File: src/design/prot_stage_pkg.sv
// constants, register map and state type for the protection stage
// Operation
// - Pick-up activates when measured magnitude exceeds the set pick-up level.
// - Active pick-up releases only below 97 % of the pick-up level.
// - Blocking input is sampled at the start of every program cycle.
// - Pick-up without blocking raises start and begins operate-time evaluation.
// - Pick-up with blocking raises blocked and does no start or trip.
// - Blocking clears an active start and releases timing like pick-up dropout.
// - Every blocking records a time-stamped event with start-up value and fault type.
// - Instant operation trips in the same cycle as start.
// - Definite-time trips after the fixed delay while pick-up stays active.
// - Inverse-time trips after a delay from measured value versus pick-up level.
// - In inverse mode the fixed delay is a minimum; zero disables it.
// - Delay type selects definite or inverse counting, definite by default.
// - Fixed delay counts in 5 ms steps, default 40 ms.
// - Fixed delay of zero trips instantly; nonzero gives delayed operation. The code trips instantly on zero in definite mode only.
// - Curve series selects IEC or IEEE families, IEC default, inverse only.
// - IEC offers normal, extremely, very, long-time inverse and parameterised curves.
// - Time dial in 0.01 s steps, default 0.05, scales the inverse delay.
package prot_stage_pkg;
  // timing: one program cycle equals one delay step
  localparam int unsigned CLK_MHZ = 50;
  localparam int unsigned DELAY_STEP_US = 5000;
  localparam int unsigned TICK_CYC = DELAY_STEP_US * CLK_MHZ;
  localparam int unsigned BLOCK_LEAD_US = 5000;
  localparam int unsigned RESET_PCT = 97;
  localparam int unsigned FULL_PCT = 100;
  // register byte offsets
  localparam logic [7:0] CTRL_OFS = 8'h00;
  localparam logic [7:0] PICKUP_OFS = 8'h04;
  localparam logic [7:0] FIXED_DELAY_OFS = 8'h08;
  localparam logic [7:0] TIME_DIAL_OFS = 8'h0c;
  localparam logic [7:0] CONST_A_OFS = 8'h10;
  localparam logic [7:0] CONST_B_OFS = 8'h14;
  localparam logic [7:0] STATUS_OFS = 8'h18;
  localparam logic [7:0] INT_STATUS_OFS = 8'h1c;
  localparam logic [7:0] INT_MASK_OFS = 8'h20;
  localparam logic [7:0] EVT_TIME_OFS = 8'h24;
  localparam logic [7:0] EVT_INFO_OFS = 8'h28;
  localparam logic [7:0] TIMESTAMP_OFS = 8'h2c;
  // control field positions
  localparam int DELAY_TYPE_BIT = 0;
  localparam int SERIES_BIT = 1;
  localparam int CURVE_LSB = 4;
  localparam logic [2:0] IEC_PARAM_SEL = 3'h4;
  localparam logic [2:0] IEEE_PARAM_SEL = 3'h7;
  // interrupt bit positions
  localparam int IRQ_START_BIT = 0;
  localparam int IRQ_TRIP_BIT = 1;
  localparam int IRQ_BLOCK_BIT = 2;
  // reset values
  localparam logic [31:0] CTRL_RST = 32'h0000_0000;
  localparam logic [15:0] PICKUP_RST = 16'h0100;
  localparam logic [18:0] FIXED_DELAY_RST = 19'h00008;
  localparam logic [11:0] TIME_DIAL_RST = 12'h005;
  localparam logic [15:0] CONST_A_RST = 16'h035c;
  localparam logic [15:0] CONST_B_RST = 16'h073a;
  localparam logic [2:0] INT_MASK_RST = 3'h0;
  localparam logic [7:0] FAULT_OVER = 8'h01;
  localparam logic [1:0] RESP_OKAY = 2'b00;
  localparam logic [1:0] RESP_SLVERR = 2'b10;
  // stage states, gray along idle, run, trip
  typedef enum logic [1:0] {
    ST_IDLE = 2'b00,
    ST_RUN = 2'b01,
    ST_TRIP = 2'b11,
    ST_BLOCKED = 2'b10
  } stage_state_t;
endpackage

File: src/design/protection_stage.sv
// protection stage with pick-up, blocking, operate-time delay and axi4-lite registers
//
// Added by the designer: the register offsets and the AXI4-Lite register port.
`timescale 1ns/1ps
module protection_stage import prot_stage_pkg::*; #(
  parameter int unsigned tick_cycles = TICK_CYC,
  parameter int MEAS_W = 16,
  parameter logic [15:0] curve_a_tab [16] = '{default: 16'h0400}
) (
  input wire logic clk,
  input wire logic reset,
  input wire logic [MEAS_W-1:0] meas_mag,
  input wire logic block_in,
  output logic start,
  output logic trip,
  output logic blocked,
  output logic event_valid,
  output logic irq,
  input wire logic [7:0] s_axi_awaddr,
  input wire logic s_axi_awvalid,
  output logic s_axi_awready,
  input wire logic [31:0] s_axi_wdata,
  input wire logic [3:0] s_axi_wstrb,
  input wire logic s_axi_wvalid,
  output logic s_axi_wready,
  output logic [1:0] s_axi_bresp,
  output logic s_axi_bvalid,
  input wire logic s_axi_bready,
  input wire logic [7:0] s_axi_araddr,
  input wire logic s_axi_arvalid,
  output logic s_axi_arready,
  output logic [31:0] s_axi_rdata,
  output logic [1:0] s_axi_rresp,
  output logic s_axi_rvalid,
  input wire logic s_axi_rready
);
  // settings
  logic [31:0] ctrl_r;
  logic [15:0] pickup_r, const_a_r, const_b_r;
  logic [18:0] fixed_delay_r;
  logic [11:0] time_dial_r;
  logic [2:0] int_status_r, int_mask_r;
  // stage state
  stage_state_t state_r;
  logic pick_r, start_r, trip_r, blocked_r, block_s_r, evt_r;
  logic [18:0] elapsed_r;
  logic [47:0] acc_r;
  logic [MEAS_W-1:0] start_meas_r, evt_meas_r;
  logic [31:0] tick_cnt_r, stamp_r, evt_time_r;
  // bus state
  logic aw_have_r, w_have_r, bvalid_r, rvalid_r;
  logic [7:0] waddr_r;
  logic [31:0] wdata_r, rdata_r;
  logic [3:0] wstrb_r;
  logic [1:0] bresp_r, rresp_r;
  // combinational helpers
  logic tick_c, above_c, below_c, pick_c, inverse_c, instant_c, done_c;
  logic blk_enter_c, start_ev_c, trip_ev_c, wr_go_c;
  logic [18:0] elapsed_nxt;
  logic [47:0] acc_nxt, inv_limit_c;
  logic [15:0] curve_a_c;
  logic [2:0] curve_sel_c, irq_set_c, irq_clr_c;

  // merge the write data into a register through the byte strobes
  function automatic logic [31:0] merge_w(input logic [31:0] old, input logic [31:0] nw, input logic [3:0] be);
    logic [31:0] m;
    m = {{8{be[3]}}, {8{be[2]}}, {8{be[1]}}, {8{be[0]}}};
    return (old & ~m) | (nw & m);
  endfunction

  // program cycle tick
  always_ff @(posedge clk) begin
    if (reset || tick_c) begin
      tick_cnt_r <= 32'h0;
    end else begin
      tick_cnt_r <= tick_cnt_r + 32'h1;
    end
  end
  assign tick_c = (tick_cnt_r == 32'(tick_cycles - 1));

  // free running time stamp in program cycles
  always_ff @(posedge clk) begin
    if (reset) begin
      stamp_r <= 32'h0;
    end else if (tick_c) begin
      stamp_r <= stamp_r + 32'h1;
    end
  end

  // ratio test: release below 97 % of pick-up
  always_comb begin
    above_c = meas_mag > pickup_r;
    below_c = (32'(meas_mag) * 32'(FULL_PCT)) < (32'(pickup_r) * 32'(RESET_PCT));
    pick_c = pick_r ? !below_c : above_c;
  end

  // delay type: series applies only in inverse mode
  always_comb begin
    inverse_c = ctrl_r[DELAY_TYPE_BIT];
    curve_sel_c = ctrl_r[CURVE_LSB +: 3];
    if ((!ctrl_r[SERIES_BIT] && curve_sel_c == IEC_PARAM_SEL) ||
        (ctrl_r[SERIES_BIT] && curve_sel_c == IEEE_PARAM_SEL)) begin
      curve_a_c = const_a_r;
    end else begin
      curve_a_c = curve_a_tab[{ctrl_r[SERIES_BIT], curve_sel_c}];
    end
    // time dial scales the inverse operate limit
    inv_limit_c = 48'(curve_a_c) * 48'(time_dial_r) * 48'(pickup_r);
  end

  // zero fixed delay in fixed mode is instant
  assign instant_c = !inverse_c && (fixed_delay_r == 19'h0);

  // timer advance and completion
  always_comb begin
    elapsed_nxt = (elapsed_r == '1) ? elapsed_r : elapsed_r + 19'h1;
    // inverse: only excess above pick-up integrates, the hysteresis band adds nothing
    acc_nxt = above_c ? acc_r + 48'(meas_mag - pickup_r) * 48'(FULL_PCT) : acc_r;
    if (inverse_c) begin
      // fixed delay is a floor in inverse mode
      done_c = (acc_nxt >= inv_limit_c) && (elapsed_nxt >= fixed_delay_r);
    end else begin
      // fixed delay in 5 ms steps
      done_c = elapsed_nxt >= fixed_delay_r;
    end
  end

  // events seen at a program cycle edge
  assign blk_enter_c = tick_c && pick_c && block_in && (state_r != ST_BLOCKED);
  assign start_ev_c = tick_c && pick_c && !block_in && (state_r == ST_IDLE || state_r == ST_BLOCKED);
  assign trip_ev_c = tick_c && pick_c && !block_in &&
    (((state_r == ST_IDLE || state_r == ST_BLOCKED) && instant_c) || ((state_r == ST_RUN) && done_c));

  // blocking sampled once per program cycle; source gives one cycle lead
  always_ff @(posedge clk) begin
    if (reset) begin
      block_s_r <= 1'b0;
      pick_r <= 1'b0;
    end else if (tick_c) begin
      block_s_r <= block_in;
      pick_r <= pick_c;
    end
  end

  // stage state machine, evaluated once per program cycle
  always_ff @(posedge clk) begin
    if (reset) begin
      state_r <= ST_IDLE;
      start_r <= 1'b0;
      trip_r <= 1'b0;
      blocked_r <= 1'b0;
      elapsed_r <= '0;
      acc_r <= '0;
    end else if (tick_c) begin
      if (!pick_c) begin
        // release clears count, start and trip
        state_r <= ST_IDLE;
        start_r <= 1'b0;
        trip_r <= 1'b0;
        blocked_r <= 1'b0;
        elapsed_r <= '0;
        acc_r <= '0;
      end else if (block_in) begin
        state_r <= ST_BLOCKED;
        start_r <= 1'b0;
        trip_r <= 1'b0;
        blocked_r <= 1'b1;
        elapsed_r <= '0;
        acc_r <= '0;
      end else begin
        case (state_r)
          ST_IDLE, ST_BLOCKED: begin
            // start and begin timing; instant trips with start
            start_r <= 1'b1;
            blocked_r <= 1'b0;
            elapsed_r <= '0;
            acc_r <= '0;
            trip_r <= instant_c;
            state_r <= instant_c ? ST_TRIP : ST_RUN;
          end
          ST_RUN: begin
            elapsed_r <= elapsed_nxt;
            acc_r <= acc_nxt;
            if (done_c) begin
              trip_r <= 1'b1;
              state_r <= ST_TRIP;
            end
          end
          default: begin
            state_r <= ST_TRIP;
          end
        endcase
      end
    end
  end

  // blocking event record: time, start-up value, fault type
  always_ff @(posedge clk) begin
    if (reset) begin
      evt_r <= 1'b0;
      evt_time_r <= 32'h0;
      evt_meas_r <= '0;
      start_meas_r <= '0;
    end else begin
      evt_r <= blk_enter_c;
      if (tick_c && state_r == ST_IDLE && pick_c) begin
        start_meas_r <= meas_mag;
      end
      if (blk_enter_c) begin
        evt_time_r <= stamp_r;
        evt_meas_r <= (state_r == ST_IDLE) ? meas_mag : start_meas_r;
      end
    end
  end

  // interrupt status: hardware set wins over write-one clear
  always_comb begin
    irq_set_c = '0;
    irq_set_c[IRQ_START_BIT] = start_ev_c;
    irq_set_c[IRQ_TRIP_BIT] = trip_ev_c;
    irq_set_c[IRQ_BLOCK_BIT] = blk_enter_c;
    irq_clr_c = (wr_go_c && waddr_r == INT_STATUS_OFS && wstrb_r[0]) ? wdata_r[2:0] : 3'h0;
  end
  always_ff @(posedge clk) begin
    if (reset) begin
      int_status_r <= '0;
    end else begin
      int_status_r <= (int_status_r & ~irq_clr_c) | irq_set_c;
    end
  end

  // axi write address and data, taken in either order
  assign wr_go_c = aw_have_r && w_have_r && !bvalid_r;
  always_ff @(posedge clk) begin
    if (reset) begin
      aw_have_r <= 1'b0;
      w_have_r <= 1'b0;
      waddr_r <= 8'h0;
      wdata_r <= 32'h0;
      wstrb_r <= 4'h0;
    end else begin
      if (s_axi_awvalid && s_axi_awready) begin
        aw_have_r <= 1'b1;
        waddr_r <= s_axi_awaddr;
      end else if (wr_go_c) begin
        aw_have_r <= 1'b0;
      end
      if (s_axi_wvalid && s_axi_wready) begin
        w_have_r <= 1'b1;
        wdata_r <= s_axi_wdata;
        wstrb_r <= s_axi_wstrb;
      end else if (wr_go_c) begin
        w_have_r <= 1'b0;
      end
    end
  end

  // register writes and write response
  always_ff @(posedge clk) begin
    if (reset) begin
      ctrl_r <= CTRL_RST;
      pickup_r <= PICKUP_RST;
      fixed_delay_r <= FIXED_DELAY_RST;
      time_dial_r <= TIME_DIAL_RST;
      const_a_r <= CONST_A_RST;
      const_b_r <= CONST_B_RST;
      int_mask_r <= INT_MASK_RST;
      bvalid_r <= 1'b0;
      bresp_r <= RESP_OKAY;
    end else begin
      if (s_axi_bvalid && s_axi_bready) begin
        bvalid_r <= 1'b0;
      end
      if (wr_go_c) begin
        bvalid_r <= 1'b1;
        bresp_r <= RESP_OKAY;
        if (waddr_r == CTRL_OFS) begin
          ctrl_r <= merge_w(ctrl_r, wdata_r, wstrb_r) & 32'h0000_0073;
        end else if (waddr_r == PICKUP_OFS) begin
          pickup_r <= 16'(merge_w(32'(pickup_r), wdata_r, wstrb_r));
        end else if (waddr_r == FIXED_DELAY_OFS) begin
          fixed_delay_r <= 19'(merge_w(32'(fixed_delay_r), wdata_r, wstrb_r));
        end else if (waddr_r == TIME_DIAL_OFS) begin
          time_dial_r <= 12'(merge_w(32'(time_dial_r), wdata_r, wstrb_r));
        end else if (waddr_r == CONST_A_OFS) begin
          const_a_r <= 16'(merge_w(32'(const_a_r), wdata_r, wstrb_r));
        end else if (waddr_r == CONST_B_OFS) begin
          const_b_r <= 16'(merge_w(32'(const_b_r), wdata_r, wstrb_r));
        end else if (waddr_r == INT_MASK_OFS) begin
          int_mask_r <= 3'(merge_w(32'(int_mask_r), wdata_r, wstrb_r));
        end else if (waddr_r == INT_STATUS_OFS || waddr_r == STATUS_OFS || waddr_r == EVT_TIME_OFS ||
                     waddr_r == EVT_INFO_OFS || waddr_r == TIMESTAMP_OFS) begin
          bresp_r <= RESP_OKAY;
        end else begin
          bresp_r <= RESP_SLVERR;
        end
      end
    end
  end

  // register reads
  always_ff @(posedge clk) begin
    if (reset) begin
      rvalid_r <= 1'b0;
      rdata_r <= 32'h0;
      rresp_r <= RESP_OKAY;
    end else if (s_axi_arvalid && s_axi_arready) begin
      rvalid_r <= 1'b1;
      rresp_r <= RESP_OKAY;
      if (s_axi_araddr == CTRL_OFS) begin
        rdata_r <= ctrl_r;
      end else if (s_axi_araddr == PICKUP_OFS) begin
        rdata_r <= 32'(pickup_r);
      end else if (s_axi_araddr == FIXED_DELAY_OFS) begin
        rdata_r <= 32'(fixed_delay_r);
      end else if (s_axi_araddr == TIME_DIAL_OFS) begin
        rdata_r <= 32'(time_dial_r);
      end else if (s_axi_araddr == CONST_A_OFS) begin
        rdata_r <= 32'(const_a_r);
      end else if (s_axi_araddr == CONST_B_OFS) begin
        rdata_r <= 32'(const_b_r);
      end else if (s_axi_araddr == STATUS_OFS) begin
        rdata_r <= {24'h0, block_s_r, pick_r, state_r, 1'b0, blocked_r, trip_r, start_r};
      end else if (s_axi_araddr == INT_STATUS_OFS) begin
        rdata_r <= 32'(int_status_r);
      end else if (s_axi_araddr == INT_MASK_OFS) begin
        rdata_r <= 32'(int_mask_r);
      end else if (s_axi_araddr == EVT_TIME_OFS) begin
        rdata_r <= evt_time_r;
      end else if (s_axi_araddr == EVT_INFO_OFS) begin
        rdata_r <= {FAULT_OVER, 8'h0, 16'(evt_meas_r)};
      end else if (s_axi_araddr == TIMESTAMP_OFS) begin
        rdata_r <= stamp_r;
      end else begin
        rdata_r <= 32'h0;
        rresp_r <= RESP_SLVERR;
      end
    end else if (s_axi_rready) begin
      rvalid_r <= 1'b0;
    end
  end

  // port drives
  assign s_axi_awready = !aw_have_r;
  assign s_axi_wready = !w_have_r;
  assign s_axi_bvalid = bvalid_r;
  assign s_axi_bresp = bresp_r;
  assign s_axi_arready = !rvalid_r;
  assign s_axi_rvalid = rvalid_r;
  assign s_axi_rdata = rdata_r;
  assign s_axi_rresp = rresp_r;
  assign start = start_r;
  assign trip = trip_r;
  assign blocked = blocked_r;
  assign event_valid = evt_r;
  assign irq = |(int_status_r & int_mask_r);
endmodule

File: config.mk
export PLATFORM = sky130hd
export DESIGN_NAME = protection_stage
export DESIGN_NICKNAME = d
export VERILOG_FILES = /design/src/design/prot_stage_pkg.sv /design/src/design/protection_stage.sv
export SDC_FILE = /design/constraint.sdc
export NUM_CORES = 2
export LEC_CHECK = 0
export BUFFER_PORTS_ARGS = -buffer_cell sky130_fd_sc_hd__buf_2
export CAP_MARGIN = 20
export CORE_MARGIN = 5
export CORE_UTILIZATION = 60
export DETAILED_ROUTE_END_ITERATION = 16
export PLACE_DENSITY = 0.77
export SYNTH_ARGS = -nofsm -noshare
export SYNTH_HDL_FRONTEND = slang
export SYNTH_SLANG_ARGS = --single-unit
File: constraint.sdc
create_clock -name clk -period 32.9 [get_ports clk]
set_input_delay 4.935 -clock clk [delete_from_list [all_inputs] [get_ports clk]]
set_output_delay 4.935 -clock clk [all_outputs]
set_load 0.01 [all_outputs]
==> qor.yml <==
die:
  dieArea_sq_um: 81600
  initial_utilization_pct: 60.2
  die_x_um: 286
  coreArea_sq_um: 75700
  die_h_um: 286
  boundaryPins: 122
  std_cell_rows: 101
power_and_ir_drop:
  switching_power_uw: 487
  switching_share_pct: 34.9
  powerDensity_nw_per_um2: 28.9
  clockPowerShare_pct: 31.4
  leakage_nw: 22.9
  p_seq_share_pct: 31.9
  finalPower_mw: 1.39
  internal-power_uw: 907
  ir_worst_vdd_mv: 0.0523
  combPwrFrac_pct: 36.7
timing:
  fmax_mhz: 63.3
  min_period_ps: 15810
  drv_slew: 0
  worstMarginPinSlew_ps: 1110
  finalSetupViolCount: 0
  period_share_pct: 48.0
  relSlewSlack_pct: 24.2
  hold_viol_final: 0
  final.setup.tns_ps: 0
  grt_setup_unrepaired: "no"
  fin_skew_ps: 35.5
placement:
  dp_hpwl_um: 92900
  port_buffers: 105
  gp_congestion: 0.965
  place_inst: 6473
route:
  ant_nets: 0
  drc: 0
  vias_per_cell: 5.95
  drt_iter0_drc: 2797
  wire_per_inst_um: 18.7
  num_vias: 38900
  firstDrtPassIters: 8
  routed_wl_um: 122000
layout:
  layout-drive-gt1-share_pct: 5.04
  regArea_sq_um: 7190
  syn_to_final_growth_pct: 5.65
  final_nets: 6649
  multi_input_area_sq_um: 34500
  instances_no_fill: 6541
  fill_cells: 6434
yosys:
  synth-edff-count: 0
  synthTopCellsByArea: "fa_1, dfxtp_1, ha_1"
  synth_common_cells: "nand2_1, inv_1, fa_1"
  syn_inst: 5578
  synthFlopType: "dfxtp_1"
  yosysTopAreaCellShare_pct: 23.7
  async_reset_ff_share_pct: 0
  yosys_warnings: 0
  ys_types: 85
  syn_area_sq_um: 45600
  ys_ff_latch: 359
  yosysSeqAreaShare_pct: 15.8
  syn_area_per_cell_sq_um: 8.17
  synth_most_common_cell: "nand2_1"
  synth_area_leader_cell: "fa_1"
global_routing:
  grt_max_degree: 141
  track_usage_pct: 29.9
  grt_overflow: 0
  antenna_found_initial: 2
  grt_pass1_wl_um: 200000
  first_global_vias: 38700
clocking:
  clk-insertion-delay-late_ps: 570
  cts.repair.resized: 0
  cts_buffer_depth: 3
  cts_buffers: 38
  cts_post_setup_buffers_inserted: 0
  htree_levels: 2
  cts_sinks: 359
  cts_hold_buf: 0
  root_buffer: "clkbuf_16"
  cts_tree: "done"
  path_clk_slew_ps: 60
setup_path:
  crit_fanout: 69
  criticalPathCategory: "reg2reg"
  arrival_ps: 16230
  critPathLaunchType: "flop"
  critPathMaxStageDelay_ps: 630
  crit_path_end_kind: "flop"
  path_buf_inv: 7
  critPathTopFamily: "adder cells"
  cpMaxStageDelayCell: "a2111oi_0"
  worstPathRequired_ps: 33320
  cpMostUsedCell: "fa_1"
job:
  cap_violations: 0
min_path:
  hold_path_class: "reg2reg"
status:
  status: "finished, final reports clean"
## placed cells by master (no fill, tap or decap), types with 89 or more instances in the layout
master	instances
a21o_1	90
and3_1	89
dfxtp_1	359
o21ai_0	115
nor2_1	329
buf_2	104
xor2_1	95
a21oi_1	409
nand2_1	912
xnor2_1	124
and2_1	173
fa_1	539
inv_1	793
ha_1	499
## worst register-to-register path: cells and delay by family (launching register included)
family                     cells  cell delay, ps
xor gates and xnor gates       1             130
adders and majority gates     14            6490
DFF                            1             360
buffers and inverters          7             760
and+or+nand+nor                8            2300
AOI/OAI and AO/OA             21            5660
## flip-flops by register name, indices dropped and copies added, names as in the netlist, 5 cells and up
signal and flops:
acc_r 46, evt_time_r 32, s_axi_rdata 32, stamp_r 32, tick_cnt_r 32, elapsed_r 19, fixed_delay_r 19, wdata_r 19
const_a_r 16, const_b_r 16, evt_meas_r 16, pickup_r 16, start_meas_r 16, time_dial_r 12, waddr_r 8, ctrl_r 5
## metal layers
metal | share of wire, % | track usage, %
met5 | 0 | 0
met4 | 5.6 | 14.6
met3 | 7.1 | 4.14
met2 | 47 | 49.3
met1 | 41 | 38.7
## power by group through the flow
stage | logic [mW] | registers [mW] | clock network [mW]
6_report | 0.511 | 0.445 | 0.437
5_1_grt | 0.579 | 0.445 | 0.460
4_1_cts | 0.507 | 0.445 | 0.443
3_5_place_dp | 0.503 | 0.454 | 0
3_3_place_gp | 0.490 | 0.454 | 0
2_1_floorplan | 0.399 | 0.453 | 0
## logic make-up after synthesis
logic type	Yosys count	synth area share, %
other	1	0.00822
AND/OR/NAND/NOR	1855	18.5
flip-flops	359	15.8
AO/OA/AOI/OAI	967	13.3
multiplexers	89	2.04
adder cells (fa/ha/maj)	1038	37.4
buffers and inverters	1045	8.64
XOR/XNOR	224	4.30
## final cells by class
type	instances	area share [%]
repair buffers	166	2.07
flip-flops and latches	359	14.9
clock buffers	54	2.29
inverters	795	6.19
well taps	978	2.54
multi-input cells	4175	71.7
clock inverters	11	0.283
diodes	3	0.0156
## path summary, 6_finish.rpt
| kind | start | endpoint | slack [ps] | cells after the start |
|---|---|---|---|---|
| max | ctrl_r[1] | state_r[1] | 17090 | 51 |
| min | tick_cnt_r[0] | tick_cnt_r[0] | 450 | 1 |
| max reg2reg | ctrl_r[1] | state_r[1] | 17090 | 51 |
| min reg2reg | tick_cnt_r[0] | tick_cnt_r[0] | 450 | 1 |
## through the flow
stage / utilization (%) / setup slack (ps) / hold slack, ps / cell area, sq um
floorplan: - / 19300 / 413 / 45600
global placement: 62.0 / 17430 / 429 / 46900
detailed placement: 62.0 / 17370 / 441 / 46900
CTS: 63.6 / 17320 / 449 / 48200
global route: 63.6 / 16300 / 467 / 48200
finish: 63.6 / 17090 / 449 / 48200
Power figures use the tool's default switching activity.
